[config.mk]
export PLATFORM = sky130hd
export DESIGN_NAME = fdcs_fuse_defaults
export DESIGN_NICKNAME = d
export VERILOG_FILES = /design/src/fdcs_fuse_array.v /design/src/fdcs_fuse_defaults.v
export VERILOG_INCLUDE_DIRS = /design/src
export SDC_FILE = /design/constraint.sdc
export NUM_CORES = 1
export LEC_CHECK = 0
export BUFFER_PORTS_ARGS = -buffer_cell sky130_fd_sc_hd__buf_4
export CORE_ASPECT_RATIO = 0.8
export CORE_MARGIN = 2
export CORE_UTILIZATION = 25
export CTS_CLUSTER_SIZE = 8
export DETAILED_ROUTE_END_ITERATION = 7
export SLEW_MARGIN = 20
export SYNTH_ARGS = -nofsm -noshare
export SYNTH_HDL_FRONTEND = slang
export SYNTH_SLANG_ARGS = --single-unit
[constraint.sdc]
create_clock -name clk -period 6.42 [get_ports clk]
set_input_delay 0.963 -clock clk [delete_from_list [all_inputs] [get_ports clk]]
set_output_delay 0.963 -clock clk [all_outputs]
set_load 0.01 [all_outputs]
[src/fdcs_consts.vh]
// register addresses, fuse field positions and defaults for the fuse/scaling block
// assumes inclusion by bare name from the design files
`ifndef FDCS_CONSTS_VH
`define FDCS_CONSTS_VH
`define FDCS_ADDR_W 7
`define FDCS_ADDR_FUSE 7'h07
`define FDCS_ADDR_MULT 7'h0b
`define FDCS_ADDR_OFFS 7'h0c
`define FDCS_MULT_RESET 8'h00
`define FDCS_MULT_MIN_OK 8'h20
`define FDCS_FULL_SCALE 9'h100
`define FDCS_FUSE_TBL_BIT 7
`define FDCS_FUSE_BBM_BIT 6
`define FDCS_FUSE_S2_BIT 5
`define FDCS_FUSE_TRIM_HI 4
`define FDCS_TBL_FUSE0 2'h2
`define FDCS_TBL_FUSE1 2'h1
`define FDCS_BBM_FUSE0 4'h4
`define FDCS_BBM_FUSE1 4'h2
`define FDCS_S2_FUSE0 4'h6
`define FDCS_S2_FUSE1 4'hc
`define FDCS_CLK_PERIOD_NS 4
`define FDCS_FUSE_PROG_NS 100
`define FDCS_FUSE_PROG_CYC 8'h19
`endif

[src/fdcs_fuse_array.v]
// one-time-programmable fuse byte modelled in flip-flops
// assumes prog_req is a one-cycle pulse; fuse state survives only while powered
`timescale 1ns/1ps
`include "fdcs_consts.vh"
module fdcs_fuse_array (
	input wire clk,
	input wire rst_b,
	input wire prog_req,
	input wire [2:0] prog_bit,
	output wire prog_busy,
	output wire [7:0] fuse_q
);
	reg [7:0] fuse_ff;
	reg [7:0] cnt_ff;
	reg [2:0] bit_ff;
	reg [7:0] nxt_cnt;
	reg [7:0] nxt_fuse;
	assign fuse_q = fuse_ff;
	assign prog_busy = (cnt_ff != 8'h00);
	// only sets a bit, never clears
	always @* begin
		nxt_cnt = cnt_ff;
		nxt_fuse = fuse_ff;
		if (cnt_ff != 8'h00) begin
			nxt_cnt = cnt_ff - 8'h01;
			if (cnt_ff == 8'h01)
				nxt_fuse = fuse_ff | (8'h01 << bit_ff);
		end else if (prog_req) begin
			nxt_cnt = `FDCS_FUSE_PROG_CYC;
		end
	end
	// fuse contents are not touched by the logic reset
	always @(posedge clk) begin
		fuse_ff <= nxt_fuse;
	end
	initial fuse_ff = 8'h00;
	always @(posedge clk) begin
		if (!rst_b) begin
			cnt_ff <= 8'h00;
			bit_ff <= 3'h0;
		end else begin
			cnt_ff <= nxt_cnt;
			if (prog_req && cnt_ff == 8'h00)
				bit_ff <= prog_bit;
		end
	end
endmodule // fdcs_fuse_array

[src/fdcs_fuse_defaults.v]
// fuse defaults, global current multiplier and sense offset readback
// assumes a simple synchronous register port from the serial interface block
//
// Notes on behaviour
// - global multiplier multiplies into every phase current target.
// - multiplier zero means full scale, 256/256.
// - values 32 to 255 scale maximum current by value/256.
// - multiplier also scales chopper hysteresis.
// - offset readback: phase A in bits 15:8, phase B in 7:0, signed.
// - fuse byte supplies power-up defaults when leaving reset.
// - unprogrammed fuse bits read zero.
// - fuse bits can only go from zero to one.
// - fuse bit 7 picks blank time default %10 or %01.
// - fuse bit 6 picks dead time clock count 4 or 2.
// - fuse bit 5 picks both short levels 6 or 12.
// - fuse bits 4:0 give oscillator trim default, 0 lowest.
// - dead time count 0 to 15 in core clock cycles.
`timescale 1ns/1ps
`include "fdcs_consts.vh"
module fdcs_fuse_defaults (
	input wire clk,
	input wire rst_b,
	input wire reg_wr,
	input wire reg_rd,
	input wire [6:0] reg_addr,
	input wire [31:0] reg_wdata,
	output wire [31:0] reg_rdata,
	output wire reg_ready,
	input wire fuse_prog_req,
	input wire [2:0] fuse_prog_bit,
	output wire fuse_prog_busy,
	input wire [7:0] offset_phase_a,
	input wire [7:0] offset_phase_b,
	input wire [7:0] coil_current_a,
	input wire [7:0] coil_current_b,
	input wire [7:0] hysteresis_in,
	output wire [15:0] scaled_current_a,
	output wire [15:0] scaled_current_b,
	output wire [15:0] scaled_hysteresis,
	output wire [1:0] blank_time_select,
	output wire [3:0] deadtime_clock_count,
	output wire [3:0] short_to_ground_level,
	output wire [3:0] short_to_supply_level,
	output wire [4:0] oscillator_trim,
	output wire multiplier_not_allowed
);
	localparam ST_LOAD = 2'b01;
	localparam ST_RUN = 2'b10;
	reg [1:0] state_ff;
	reg [1:0] nxt_state;
	reg [7:0] mult_ff;
	reg [7:0] nxt_mult;
	reg [1:0] blank_ff;
	reg [1:0] nxt_blank;
	reg [3:0] dead_ff;
	reg [3:0] nxt_dead;
	reg [3:0] s2g_ff;
	reg [3:0] nxt_s2g;
	reg [3:0] s2vs_ff;
	reg [3:0] nxt_s2vs;
	reg [4:0] trim_ff;
	reg [4:0] nxt_trim;
	reg [31:0] rdata_ff;
	reg [31:0] nxt_rdata;
	reg [15:0] cur_a_ff;
	reg [15:0] nxt_cur_a;
	reg [15:0] cur_b_ff;
	reg [15:0] nxt_cur_b;
	reg [15:0] hyst_ff;
	reg [15:0] nxt_hyst;
	wire [7:0] fuse_q;
	wire running;
	wire load_now;
	wire prog_ok;
	wire wr_mult;
	wire rd_fuse;
	wire rd_offs;
	// register index match
	function addr_hit;
		input [6:0] a;
		input [6:0] target;
		begin
			addr_hit = (a == target);
		end
	endfunction
	// fuse bit picks one of two 4-bit defaults
	function [3:0] pick4;
		input sel;
		input [3:0] when0;
		input [3:0] when1;
		begin
			pick4 = sel ? when1 : when0;
		end
	endfunction
	// zero maps to 256
	function [8:0] eff_mult;
		input [7:0] m;
		begin
			eff_mult = (m == 8'h00) ? `FDCS_FULL_SCALE : {1'b0, m};
		end
	endfunction
	// value times multiplier over 256
	function [15:0] scale;
		input [7:0] v;
		input [7:0] m;
		reg [16:0] p;
		begin
			p = {9'h000, v} * {8'h00, eff_mult(m)};
			scale = {8'h00, p[15:8]} | {7'h00, p[16], 8'h00};
		end
	endfunction
	assign running = (state_ff == ST_RUN);
	assign load_now = (state_ff == ST_LOAD);
	assign prog_ok = fuse_prog_req & running;
	assign wr_mult = running & reg_wr & addr_hit(reg_addr, `FDCS_ADDR_MULT);
	assign rd_fuse = addr_hit(reg_addr, `FDCS_ADDR_FUSE);
	assign rd_offs = addr_hit(reg_addr, `FDCS_ADDR_OFFS);
	assign reg_ready = running;
	assign reg_rdata = rdata_ff;
	assign scaled_current_a = cur_a_ff;
	assign scaled_current_b = cur_b_ff;
	assign scaled_hysteresis = hyst_ff;
	assign blank_time_select = blank_ff;
	assign deadtime_clock_count = dead_ff;
	assign short_to_ground_level = s2g_ff;
	assign short_to_supply_level = s2vs_ff;
	assign oscillator_trim = trim_ff;
	assign multiplier_not_allowed = (mult_ff != 8'h00) && (mult_ff < `FDCS_MULT_MIN_OK);
	fdcs_fuse_array u_fuse (
		.clk(clk),
		.rst_b(rst_b),
		.prog_req(prog_ok),
		.prog_bit(fuse_prog_bit),
		.prog_busy(fuse_prog_busy),
		.fuse_q(fuse_q)
	);
	// load once after reset, then serve accesses
	always @* begin
		nxt_state = state_ff;
		case (state_ff)
			ST_LOAD: begin
				nxt_state = ST_RUN;
			end
			ST_RUN: begin
				nxt_state = ST_RUN;
			end
			default: begin
				nxt_state = ST_LOAD;
			end
		endcase
	end
	always @(posedge clk) begin
		if (!rst_b) begin
			state_ff <= ST_LOAD;
		end else begin
			state_ff <= nxt_state;
		end
	end
	// fuse defaults sampled in the load state only
	always @* begin
		nxt_blank = blank_ff;
		nxt_dead = dead_ff;
		nxt_s2g = s2g_ff;
		nxt_s2vs = s2vs_ff;
		nxt_trim = trim_ff;
		if (load_now) begin
			nxt_blank = fuse_q[`FDCS_FUSE_TBL_BIT] ? `FDCS_TBL_FUSE1 : `FDCS_TBL_FUSE0;
			nxt_dead = pick4(fuse_q[`FDCS_FUSE_BBM_BIT], `FDCS_BBM_FUSE0, `FDCS_BBM_FUSE1);
			nxt_s2g = pick4(fuse_q[`FDCS_FUSE_S2_BIT], `FDCS_S2_FUSE0, `FDCS_S2_FUSE1);
			nxt_s2vs = pick4(fuse_q[`FDCS_FUSE_S2_BIT], `FDCS_S2_FUSE0, `FDCS_S2_FUSE1);
			nxt_trim = fuse_q[`FDCS_FUSE_TRIM_HI:0];
		end
	end
	always @(posedge clk) begin
		if (!rst_b) begin
			blank_ff <= 2'h0;
			dead_ff <= 4'h0;
			s2g_ff <= 4'h0;
			s2vs_ff <= 4'h0;
			trim_ff <= 5'h00;
		end else begin
			blank_ff <= nxt_blank;
			dead_ff <= nxt_dead;
			s2g_ff <= nxt_s2g;
			s2vs_ff <= nxt_s2vs;
			trim_ff <= nxt_trim;
		end
	end
	// write-only multiplier; 1 to 31 stored and flagged
	always @* begin
		nxt_mult = mult_ff;
		if (wr_mult) begin
			nxt_mult = reg_wdata[7:0];
		end
	end
	always @(posedge clk) begin
		if (!rst_b) begin
			mult_ff <= `FDCS_MULT_RESET;
		end else begin
			mult_ff <= nxt_mult;
		end
	end
	// read data holds until the next read
	always @* begin
		nxt_rdata = rdata_ff;
		if (running && reg_rd) begin
			if (rd_fuse) begin
				nxt_rdata = {24'h00_0000, fuse_q};
			end else if (rd_offs) begin
				nxt_rdata = {16'h0000, offset_phase_a, offset_phase_b};
			end else begin
				nxt_rdata = 32'h0000_0000;
			end
		end
	end
	always @(posedge clk) begin
		if (!rst_b) begin
			rdata_ff <= 32'h0000_0000;
		end else begin
			rdata_ff <= nxt_rdata;
		end
	end
	// all three targets share one multiplier
	always @* begin
		nxt_cur_a = scale(coil_current_a, mult_ff);
		nxt_cur_b = scale(coil_current_b, mult_ff);
		nxt_hyst = scale(hysteresis_in, mult_ff);
	end
	always @(posedge clk) begin
		if (!rst_b) begin
			cur_a_ff <= 16'h0000;
			cur_b_ff <= 16'h0000;
			hyst_ff <= 16'h0000;
		end else begin
			cur_a_ff <= nxt_cur_a;
			cur_b_ff <= nxt_cur_b;
			hyst_ff <= nxt_hyst;
		end
	end
endmodule // fdcs_fuse_defaults

# --- Word level (Yosys, flattened, before mapping) ---
# Cells that the tools add are included.
# Widths: inputs -> output; s select.
word_totals:
  regBits: 124
  input_bits: 87
  out_inout_bits: 102
  word_cells: 51
classes:
  add_sub_neg: 1
  n_mul: 3
  order_cmp: 1
  eq_ne: 6
  n_shift: 1
  muxes: 9
  bitwise: 7
  n_reduce_logical: 10
op_table:
  columns: ["cell", "n"]
  rows:
  - ["$mul 8x9->17", 3]
  - ["$mux 16", 2]
  - ["$or 8x9->9", 3]
  - ["$logic_not 8->1", 2]
  - ["$mux 8", 2]
  - ["$reduce_bool 8->1", 2]
  - ["$eq 7x4->1 const B", 2]
  - ["$mux 9", 1]
  - ["$eq 8x1->1 const B", 1]
  - ["$lt 8x6->1 const B", 1]
  - ["$or 8x8->8", 1]
  - ["$shl 1x3->8 const A", 1]
  - ["$sub 8x1->8 const B", 1]
  - ["$eq 7x3->1 const B", 1]
  - ["$mux 2", 2]
  - ["$mux 4", 1]
  - ["$and 1x1->1", 3]
  - ["$logic_and 1x1->1", 3]
  - ["$mux 3", 1]
  - ["$eq 2x1->1 const B", 1]
  - ["$eq 2x2->1 const B", 1]
  - ["$reduce_and 2->1", 1]
  - ["$reduce_bool 2->1", 1]
  - ["$reduce_or 2->1", 1]

# --- Logic depth before layout (Yosys ltp) ---
# Gate-level depths: netlist of the first run.
logic_depth:
  word_depth: 4
  depth_mapped: 18
  ltp_nobuf: 16

# --- By module ---
# Synthesis of the first run repeated with hierarchy kept, for this count alone.
hier_totals:
  hier_cells: 1118
  area_unflattened_um2: 10109.7
by_module_without_submodules:
  columns: ["module", "instances", "cells_each", "area_each_um2", "seq_area_each_um2"]
  rows:
  - ["fdcs_fuse_defaults", 1, 1031, 9191.3, 1301.2]
  - ["fdcs_fuse_array", 1, 87, 918.4, 460.4]

# --- Worst setup path before layout of the first run ---
# Ideal clock, no wire load.
synth_timing:
  path_kind: "register -> register"
  from: "reg mult_ff[1] (netlist: eff_mult.m[1])"
  to: "reg cur_a_ff[7] (netlist: scaled_current_a[7])"
  arrival_ns: 4.603
  required_ns: 6.298
  slack_ns: 1.695
  path_stages_with_launch: 19
  n_path_buf: 2
  cell_sequence: "dfxtp_1 buf_2 nor3_1 nand2_1 nor4_2 clkbuf_1 and2_1 fa_1 fa_1 fa_1 inv_1 fa_1 inv_1 ha_1 a21o_1 o2bb2ai_1 a21oi_1 nor3_1 a311o_1"
synth_between:
  elab_chain_len: 4
synth_rtl:
  columns: ["element", "line_no", "text"]
  rows:
  - ["from (decl)", "fdcs_fuse_defaults.v:51", "reg [7:0] mult_ff;"]
  - ["from (signal assigned)", "fdcs_fuse_defaults.v:198", "mult_ff <= `FDCS_MULT_RESET;"]
  - ["from (signal assigned)", "fdcs_fuse_defaults.v:200", "mult_ff <= nxt_mult;"]
  - ["$logic_not 8->1", "fdcs_fuse_defaults.v:99", "eff_mult = (m == 8'h00) ? `FDCS_FULL_SCALE : {1'b0, m};"]
  - ["$mux 9 (*)", "fdcs_fuse_defaults.v:99", null]
  - ["$mul 8x9->17 (*)", "fdcs_fuse_defaults.v:108", "p = {9'h000, v} * {8'h00, eff_mult(m)};"]
  - ["$or 8x9->9 (*)", "fdcs_fuse_defaults.v:109", "scale = {8'h00, p[15:8]} | {7'h00, p[16], 8'h00};"]
  - ["to (signal assigned)", "fdcs_fuse_defaults.v:235", "cur_a_ff <= nxt_cur_a;"]
  - ["to (decl)", "fdcs_fuse_defaults.v:65", "reg [15:0] cur_a_ff;"]
# Mark *: on every way between the ends. The rest lies on a longest branch, timed or not.
# A chain may end at the register's enable or synchronous reset.

# --- Worst setup path after layout of the first run ---
layout_timing:
  from: "reg mult_ff[7] (netlist: eff_mult.m[7])"
  to: "reg cur_a_ff[7] (netlist: scaled_current_a[7])"
# Same word-level chain as after synthesis.

==> results.md, run 1 <==
Power and ir drop:
- The static leakage power is 0.00584 uW.
- The worst voltage drop across the vdd grid is 0.000194 V.
- The total power per unit cell area is approximately 140 nW/um^2.

Placed design:
- The detailed placement HPWL is 19.4 mm.
- Timing analysis after detailed placement gives a worst setup slack of 1360 ps.
- Routability-driven placement finished with a final weighted congestion of roughly 0.80.
- In this run, placement finished with an instance count of 1,737.
- The number of port buffers is approximately 120.

Timing:
- After routing, the total negative slack on setup checks comes to 0 ps.
- The number of endpoints with negative hold slack in the final report is 0.
- The final hold slack is 490 ps.
- Setup repair after global routing left no endpoint under its margin.
- Setup slack on the critical path of the routed design comes to 1350 ps.
- The worst clock skew is between 15 and 20 ps.
- The time the final worst path needs with I/O delays and setup is 5070 ps.
- The number of setup violations in the final report is 0.
- Static timing analysis puts the maximum clock frequency at around 0.20 GHz.
- The final-report max-slew violation count is 0.
- The share of the clock period used by the worst path after layout is 78.9%.
- For the pin with the worst max-slew slack, the measured transition is 849 ps.
- The normalized max-slew margin is 43.1%.

Clocking:
- In this run the post-CTS setup repair buffer count came out at 0.
- The cell sitting at the root of the clock tree is a clkbuf_16.
- The TritonCTS sink count is 84.
- Buffers inserted during clock tree synthesis total 9.
- TritonCTS built the clock tree.
- In this run the number of H-tree levels came out at 3.
- The maximum clock insertion buffer count is 2.
- Clock-pin slew was measured on the worst setup and hold paths at around 80 ps.
- Clock latency on the worst-skew pair, taken at its later pin, is 360 ps.
- Buffers inserted to repair hold after CTS numbered 0.
- The number of instances resized during post-cts repair is 0.

Synth:
- The number of warnings issued by yosys is 0.
- fa_1 takes more of the synthesized area than any other cell.
- Summing the sequential cell areas from Yosys gives 17.5% of the chip area.
- Sorting the synthesized cells by how often they occur yields and2_1 (170), inv_1 (152), fa_1 (123), ha_1 (106), nand2_1 (85).
- The most used flip-flop cell after synthesis is dfxtp_1.
- After synthesis the netlist holds a flip-flop and latch count of 84.
- The count of different cell masters after synthesis is 68.
- Of all flip-flops after synthesis, the portion carrying an async set or reset was 0%.
- Synthesis produced 1,110 cells.
- By area the synthesized netlist is led by fa_1 (24%), dfxtp_1 (15%), ha_1 (13%).
- Summed over its instances, the top area cell type makes up approximately a quarter of the synthesized netlist area.
- The cell with the most instances after synthesis is and2_1.
- The average instance in the mapped netlist occupies 9.09 sq um.
- Counting flops with a built-in enable in the synthesized netlist gives 8.
- The synthesized area is 10,100 sq um.

Detailed routing:
- In the routed design, unresolved DRC markers number 0.
- In the final routed layout, each cell accounts on average for 14.4 um.
- The first routing iteration left 454 violations.
- Using the TritonRoute via totals, the vias-per-cell ratio works out to 4.37.
- The count of nets left with antenna violations after detail routing is 0.
- The first detailed-routing pass ran for 4 iterations.
- Detailed routing inserted a total of 7,654 vias.
- The wire length reported by the detailed router is 25.2 mm.

Layout:
- Compared with the post-synthesis result, the final layout area differs by 16.0%.
- In the final design database the tool counted 1,528 nets.
- The share of post-route cells with drive strength above 1 is 13.7%.
- The antenna diode count is 0.
- The finished layout holds around 1,800 standard cells, fillers aside.

GRT:
- met2 is the most crowded layer.
- Entering global routing, the biggest net connects 54 pins.
- The total global-route track usage is 12.4%.
- For this run, global-route usage on met2 was measured as between 20% and 30%.
- The number of global-route vias before repair came to 7,882.
- The first global-routing pass estimated 41.7 mm of wire.
- The initial antenna violation count is 0.
- The total overflow left after global routing is 0.
- Global routing used 2.11% of the available met3 tracks.
- The met1 capacity usage during global routing is approximately 17%.

Die:
- In this run the standard cell core region covers 39,600 sq um.
- The die is 229 um wide.
- The floorplan step set the die height to 184 um.
- The full die area is 42,000 sq um.
- In this run the count of I/O pins placed on the die edge is about 190.
- The placement row count is 65.
- The effective utilization at floorplan is 25.5%.

Critical path:
- For this run, the slowest stage of the critical path takes about 520 ps.
- The type of origin of the critical path is a register.
- The setup path with the least slack is of type register to register.
- The type of destination of the critical path is a register.
- The data arrival time of the worst path is about 5300 ps.
- The data required time of the critical path is roughly 6700 ps.
- The number of buffers and inverters on the critical path is 4.
- The most common cell type on the critical path is fa_1.
- The family of cells with the greatest summed delay on the critical path is adder cells.
- The critical-path cell with the highest stage delay is fa_1.
- In this run the worst path has a maximum fanout of 27.
- The critical path goes through buf_4, nor4_2, buf_4, and2_1, fa_1, fa_1, fa_1, inv_1, fa_1, inv_1, ha_1, a21o_1, o2bb2ai_1, a21oi_1, nor3_1, a311o_1.

Job:
- The max capacitance violation total is 0.

Status:
- The run finished with clean final reports.

Hold path:
- The kind of path behind the tightest hold check is register to register.
[metrics by stage]
step	area [sq um]	utilization, %	power (uW)
2_1_floorplan	10200	-	998
3_3_place_gp	11400	28.8	1160
3_5_place_dp	11400	28.8	1170
4_1_cts	11700	29.5	1720
5_1_grt	11700	29.5	1810
6_report	11700	29.5	1690
[placed cells by master (no fill, tap or decap), drive strengths merged, types with 7 or more instances in the layout]
cell type  synthesis  routed
and2             170     170
inv              152     156
buf               53     133
fa               123     123
ha               106     106
nand2             85      85
dfxtp             76      76
nor2              56      56
conb               1      41
mux2i             30      30
a21oi             27      27
o21ai             23      23
a22oi             16      16
nand2b            13      13
nor3              10      10
nand4             10      10
nand3             10      10
clkbuf            29      10
a21o               9       9
xnor2              9       9
edfxtp             8       8
a211oi             8       8
xor2               7       7
[metal layers]
| metal | part of all wire (%) | wire length (um) |
|---|---|---|
| met2 | 47 | 11900 |
| met5 | 0 | 0 |
| met1 | 48 | 12200 |
| met4 | 1.0 | 259 |
| met3 | 3.4 | 870 |
[registers in the layout, indices dropped and copies added (netlist names)]
name                   cells
state_ff                   2
reg_rdata                 16
blank_time_select          2
u_fuse.cnt_ff              8
scaled_current_b           9
deadtime_clock_count       2
scaled_current_a           9
u_fuse.fuse_q              8
short_to_supply_level      3
oscillator_trim            5
eff_mult.m                 8
u_fuse.bit_ff              3
scaled_hysteresis          9
[area by class of cell]
| cell class | count | area, sq um |
|---|---|---|
| clock inverters | 6 | 53.8 |
| multi-input cells | 831 | 7410 |
| well taps | 536 | 671 |
| fillers | 4253 | 27900 |
| repair buffers | 133 | 998 |
| flip-flops and latches | 84 | 1760 |
| inverters | 153 | 574 |
| clock buffers | 10 | 239 |
[worst reg2reg max path, cell delays in order (launching register included)]
cell and delay, ps:
dfxtp_1 300, buf_4 220, nor4_2 290, buf_4 310, and2_1 200, fa_1 420, fa_1 500, fa_1 520
inv_1 60, fa_1 470, inv_1 40, ha_1 350, a21o_1 230, o2bb2ai_1 140, a21oi_1 470, nor3_1 100
a311o_1 330
[worst paths after layout]
kind         depth (start not counted)                     start                       end  slack (ps)
max                                 16             eff_mult.m[7]       scaled_current_a[7]        1350
min                                  2  short_to_supply_level[2]  short_to_supply_level[2]         490
max reg2reg                         16             eff_mult.m[7]       scaled_current_a[7]        1350
min reg2reg                          2  short_to_supply_level[2]  short_to_supply_level[2]         490
[cells by family (layout without fill, tap and decap cells)]
| group | after synthesis | after routing | synth area share, % |
|---|---|---|---|
| mux | 32 | 32 | 3.24 |
| compound gates | 128 | 128 | 8.70 |
| buf+inv | 235 | 302 | 10.6 |
| xor+xnor | 16 | 16 | 1.39 |
| other cells | 1 | 41 | 0.0372 |
| fa+ha+maj | 229 | 229 | 37.5 |
| simple gates | 385 | 385 | 21.0 |
| flops | 84 | 84 | 17.5 |
[power breakdown]
part           leakage, uW  total [uW]  internal [uW]  switching, uW
sequential        0.000674         651            597           54.9
combinational      0.00503         504            230            274
clock             0.000142         534            280            253
total              0.00584        1690           1110            582
(Power assumes the default switching activity.)
==> run 2: changes to the inputs <==
==> constraint.sdc (replaced) <==
create_clock -name clk -period 4.9 [get_ports clk]
set_input_delay 0.735 -clock clk [delete_from_list [all_inputs] [get_ports clk]]
set_output_delay 0.735 -clock clk [all_outputs]
set_load 0.01 [all_outputs]
==> results.md, run 2 (synthesis gave the netlist of run 1 again) <==
Timing:
- The final-report max-slew violation count is 0 (unchanged).
- Setup repair after global routing left no endpoint under its margin.
- The slack of the critical path was 312 ps (-1040 ps).
- The upper clock frequency limit is 0.218 GHz (+10%).
- The time the final worst path needs with I/O delays and setup is 4590 ps (-480 ps).
- The share of the clock period used by the worst path after layout is 93.6% (+15 points).
- The normalized max-slew margin was 44.8% (+1.7 points).
- The number of endpoints with negative hold slack in the final report is 0 (unchanged).
- The number of setup violations in the final report came to 0 (unchanged).
- The worst clock skew is 18.0 ps (+1.28 ps).
- The summed negative setup slack over all endpoints is 0 ps (unchanged).
- The slew of the pin with the lowest slew margin came to 824 ps (-25.7 ps).

Layout:
- The area growth from synthesis to layout is 16.4%.
- The share of post-route cells with drive strength above 1 is 14.3% (+0.53 points).
- The count of filler cells inserted in the layout is 4,201 (-1.2%).
- The number of flip-flops in the largest register was 16 (unchanged).
- The library cell used most frequently in the layout, excluding fill and tap cells, is and2_1.
- The top cell types in the final layout, fill and taps aside, are and2_1 (170), inv_1 (152), buf_4 (137).
- The antenna diode count is 0 (unchanged).
- The non-filler instance count after layout is 1,757 (+0.23%).
- The net total in the final layout is 1,532 (+0.26%).

Clocking:
- The insertion delay to the later sink of the worst-skew pair is 370 ps (about the same).
- The number of hold buffers added after CTS is 0 (unchanged).
- The number of buffers inserted during clock tree synthesis was 9 (unchanged).
- The maximum clock insertion buffer count is 2 (unchanged).
- The maximum level of the CTS H-tree was 3 (unchanged).
- The TritonCTS sink count is 84 (unchanged).
- The register clock-pin slew on the reported worst setup and hold paths is 80 ps (about the same).
- TritonCTS built the clock tree.
- The cell sitting at the root of the clock tree is a clkbuf_16.

Die:
- The full die area is 42,000 sq um (unchanged).
- The floorplan die width came to 229 um (unchanged).
- The number of ports placed on the die boundary was 189 (unchanged).
- The effective utilization at floorplan came to 25.5% (unchanged).
- The core footprint is 39,600 sq um (unchanged).
- The die height is 184 um (unchanged).
- The placement row count came to 65 (unchanged).

Critical path:
- The data required time of the critical path is 5180 ps (-1490 ps).
- The type of origin of the critical path is a register.
- The data arrival time of the worst path came to 4870 ps (-440 ps).
- The worst setup path is captured at a register.
- The worst setup path is of the register to register kind.
- The largest fanout on the critical path is 6 (-78%).

Detailed routing:
- The count of nets left with antenna violations after detail routing came to 0 (unchanged).
- The average detailed-routed wire length per instance is 14.6 um (+1.6%).
- The initial DRC count was 429 (-5.5%).
- The total iterations of the first detailed-routing run is 4 (unchanged).
- The routed via count divided by cell count came to 4.39 (+0.54%).
- The post-detailed-route DRC marker count is 0 (unchanged).
- The total via count after detailed routing came to 7,713 (+0.77%).
- The wire length reported by the detailed router came to 25.7 mm (+1.8%).

Placed design:
- The final RePlAce weighted congestion came to 0.807 (+1.0%).
- The setup slack at placement came to 113 ps (-1240 ps).
- The number of port buffers was 123 (unchanged).
- The detailed placement HPWL is 20.0 mm (+3.2%).
- The cell count after placement is 1,741 (+0.23%).

Hold path:
- The tightest min-delay check is of the register to register type.

Job:
- The max capacitance violation total is 0 (unchanged).

Power and ir drop:
- The worst voltage drop across the vdd grid is 0.000306 V (+58%).
- The total power per unit cell area was 190 nW/um^2 (+32%).
- The static leakage power is 0.00587 uW (+0.42%).

GRT:
- The wire length of the first global-routing pass is 42.0 mm (+0.83%).
- The total grt overflow came to 0 (unchanged).
- The total global-route track usage is 12.6% (+0.17 points).
- The initial antenna violation count is 0 (unchanged).
- The number of global-route vias before repair came to 7,991 (+1.4%).
- The largest net degree at the start of global routing is 47 (-13%).

Status:
- The run finished with clean final reports.
## run 2: worst paths after layout
kind                            startpoint                       end  slack, ps  depth (start not counted)
hold / removal    short_to_supply_level[2]  short_to_supply_level[2]        490                          2
hold reg to reg   short_to_supply_level[2]  short_to_supply_level[2]        490                          2
setup / recovery             eff_mult.m[0]      scaled_hysteresis[7]        310                         17
setup reg to reg             eff_mult.m[0]      scaled_hysteresis[7]        310                         17
## run 2: what timing repair did
action / in CTS / in global routing
endpoints found under the setup margin: 0 / 4
gates resized for setup: 0 / 4
setup buffers: 0 / 0
## run 2: final cells by class
class                   count  area [sq um]  share of cell area, %
clock buffers               9           225                   1.92
inverters                 153           574                   4.89
clock inverters             7          68.8                  0.586
well taps                 536           671                   5.71
multi-input cells         831          7420                   63.1
flip-flops and latches     84          1760                   15.0
repair buffers            137          1030                   8.76
## run 2: worst max-delay path, stage by stage (launching register included)
cell and delay, ps:
dfxtp_1 320, nor3_1 180, nand2_1 110, nor4_2 140, buf_4 190, and2_1 160, fa_1 430, fa_1 510
fa_1 490, inv_1 50, fa_1 470, inv_1 40, ha_1 230, and4_1 250, a211o_1 300, or2_2 280
o22ai_1 150, mux2i_1 220
## run 2: routing by layer
layer  vias to the layer above  track usage (%)  part of all wire [%]
li1                       3718                -                     -
met4                         0             2.51                  0.99
met2                       145             21.4                    48
met5                         -                0                     0
met1                      3833             16.7                    48
met3                        17             2.34                   3.7
## run 2: where the power goes
part | internal [uW] | switching, uW | total (uW)
Combinational | 301 | 360 | 662
Sequential | 782 | 69.9 | 851
Clock | 362 | 359 | 721
## run 2: through the flow
stage	util, %	hold WS, ps	total power, uW	cell area, sq um
2_1_floorplan	-	462	1310	10200
3_3_place_gp	28.9	471	1520	11400
3_5_place_dp	28.9	484	1530	11400
4_1_cts	29.6	498	2280	11700
5_1_grt	29.7	534	2380	11700
6_report	29.7	493	2230	11700
==> run 3: changes to the inputs <==
--- a/config.mk
+++ b/config.mk
@@ -12,6 +12,7 @@
 export CORE_UTILIZATION = 25
 export CTS_CLUSTER_SIZE = 8
 export DETAILED_ROUTE_END_ITERATION = 7
+export GPL_ROUTABILITY_DRIVEN = 0
 export SLEW_MARGIN = 20
 export SYNTH_ARGS = -nofsm -noshare
 export SYNTH_HDL_FRONTEND = slang
==> constraint.sdc (replaced) <==
create_clock -name clk -period 5.8 [get_ports clk]
set_input_delay 0.87 -clock clk [delete_from_list [all_inputs] [get_ports clk]]
set_output_delay 0.87 -clock clk [all_outputs]
set_load 0.01 [all_outputs]
==> results.md, run 3 (synthesis gave the netlist of run 1 again) <==
Critical path:
- The logic depth of the worst register-to-register path is 17 (unchanged).
- The worst setup path is launched from a register.
- The data arrival time of the worst path is 5130 ps (+260 ps).
- The largest fanout on the critical path is 9 (+3).
- The setup path with the least slack is of type register to register.
- The type of destination of the critical path is a register.
- The data required time of the critical path came to 6050 ps (+870 ps).

Power and ir drop:
- The switching power was 670 uW (-15%).
- The total power per unit cell area is 161 nW/um^2 (-15%).
- The clock network power share came to 32.3% (about the same).
- The combinational fraction of design power is 29.6% (about the same).
- The worst voltage drop across the vdd grid is 0.000182 V (-41%).
- The power share of the sequential group is 38.2% (about the same).
- The internal power component is 1220 uW (-15%).
- The static leakage power is 0.00586 uW (-0.14%).
- The switching share of power was 35.4% (+0.095 points).

Detailed routing:
- The total iterations of the first detailed-routing run is 5 (+1).
- The count of nets left with antenna violations after detail routing is 0 (unchanged).
- The initial DRC count is 394 (-8.2%).
- The average detailed-routed wire length per instance came to 14.3 um (-1.8%).
- The routed via count divided by cell count is 4.39 (about the same).
- The post-detailed-route DRC marker count was 0 (unchanged).
- The wire length reported by the detailed router came to 25.2 mm (-1.9%).
- The total via count after detailed routing is 7,711 (-0.026%).

Layout:
- The share of post-route cells with drive strength above 1 is 13.9% (-0.39 points).
- The layout overhead on the synthesized area was 16.3% (about the same).
- The non-filler instance count after layout is 1,756 (-0.057%).
- The final design utilization is 29.6% (about the same).
- The number of flip-flops in the largest register is 16 (unchanged).
- Leaving out fill and tap cells, the most frequent cells in the layout are and2_1 (170), inv_1 (152), buf_4 (135).
- The net total in the final layout is 1,530 (-0.13%).
- The cell area after layout is 11,700 sq um (about the same).
- Leaving out fill and tap cells, the most frequent cell in the layout is and2_1.

GRT:
- The total grt overflow is 0 (unchanged).
- The initial antenna violation count is 1 (+1).
- The largest net degree at the start of global routing is 47 (unchanged).
- The total global-route track usage came to 12.4% (-0.18 points).
- The wire length of the first global-routing pass is 41.6 mm (-1.0%).
- The number of global-route vias before repair is 8,013 (+0.28%).

Job:
- The max capacitance violation total came to 0 (unchanged).

Hold path:
- The number of instances on the worst hold path came to 2 (unchanged).
- The kind of path behind the tightest hold check is register to register.

Placed design:
- The placed standard-cell area is 11,400 sq um (-0.13%).
- The setup slack at placement is 841 ps (+728 ps).
- The cell count after placement is 1,739 (-0.11%).
- The number of port buffers was 123 (unchanged).
- The detailed placement HPWL is 19.4 mm (-2.7%).

Clocking:
- The register clock-pin slew on the reported worst setup and hold paths came to 90 ps (about the same).
- The number of hold buffers added after CTS is 0 (unchanged).
- The insertion delay to the later sink of the worst-skew pair is 370 ps (about the same).
- The total setup buffers inserted after CTS is 0 (unchanged).
- The number of instances resized during post-cts repair is 0 (unchanged).
- The TritonCTS sink count is 84 (unchanged).
- The maximum clock insertion buffer count came to 2 (unchanged).
- The number of buffers inserted during clock tree synthesis is 9 (unchanged).
- TritonCTS built the clock tree.
- The cell sitting at the root of the clock tree is a clkbuf_16.
- The maximum level of the CTS H-tree came to 3 (unchanged).

Timing:
- The final-report max-slew violation count is 0 (unchanged).
- The number of setup violations in the final report is 0 (unchanged).
- The slew of the pin with the lowest slew margin is 870 ps (+46.6 ps).
- The upper clock frequency limit is 0.205 GHz (-6.1%).
- The number of endpoints with negative hold slack in the final report was 0 (unchanged).
- The normalized max-slew margin was 41.7% (-3.1 points).
- The worst clock skew came to 22.4 ps (+4.40 ps).
- The share of the clock period used by the worst path after layout is 84.2% (-9.4 points).
- The summed negative setup slack over all endpoints came to 0 ps (unchanged).
- Setup repair after global routing left no endpoint under its margin.
- The time the final worst path needs with I/O delays and setup is 4880 ps (+296 ps).
- The slack of the critical path is 916 ps (+604 ps).

Die:
- The effective utilization at floorplan is 25.5% (unchanged).
- The floorplan die width is 229 um (unchanged).
- The die height is 184 um (unchanged).
- The core footprint is 39,600 sq um (unchanged).
- The placement row count came to 65 (unchanged).
- The full die area is 42,000 sq um (unchanged).
- The number of ports placed on the die boundary came to 189 (unchanged).

Status:
- The run finished with clean final reports.
## run 3: changes by cell type in the layout (fill, tap and decap cells not counted), sizes merged
cell	previous run	this run
buf	137	135
clkinv	1	4
diode	0	1
inv	159	156
## run 3: final cells by class
type                    instances  area [sq um]
flip-flops and latches         84          1760
well taps                     536           671
inverters                     153           574
clock buffers                   9           225
fillers                      4248         27900
repair buffers                135          1010
multi-input cells             831          7410
diodes                          1          2.50
clock inverters                 7          81.3
## run 3: critical path, stage by stage (launching register included)
cell and delay (ps):
dfxtp_1 330, nor3_1 180, nand2_1 110, nor4_2 150, buf_4 210, and2_1 170
fa_1 420, fa_1 500, fa_1 520, inv_1 60, fa_1 480, inv_1 40
ha_1 350, a21o_1 230, o2bb2ai_1 140, a21oi_1 430, nor3_1 120, a311o_1 330
## run 3: stage by stage
stage	hold slack (ps)	power, uW
after floorplan	462	1100
after global placement	470	1280
after detailed placement	488	1290
after CTS	503	1930
after global routing	541	2020
final	501	1890
## run 3: power by group through the flow
stage | combinational [uW] | sequential [uW] | clock [uW]
floorplan | 368 | 736 | 0
global placement | 551 | 733 | 0
detailed placement | 559 | 735 | 0
CTS | 564 | 723 | 642
global route | 623 | 733 | 667
finish | 559 | 722 | 611
## run 3: metal layers
| metal | vias up | part of all wire [%] | GRT usage, % |
|---|---|---|---|
| met5 | - | 0 | 0 |
| met4 | 0 | 0.89 | 2.43 |
| met1 | 3870 | 48 | 16.4 |
| li1 | 3711 | - | - |
| met3 | 15 | 3.6 | 2.37 |
| met2 | 115 | 48 | 21.2 |
## run 3: path summary, 6_finish.rpt
kind	start	endpoint	slack, ps
worst max-delay path	eff_mult.m[0]	scaled_current_a[7]	920
worst min-delay path	short_to_supply_level[2]	short_to_supply_level[2]	500
worst max register to register	eff_mult.m[0]	scaled_current_a[7]	920
worst min register to register	short_to_supply_level[2]	short_to_supply_level[2]	500
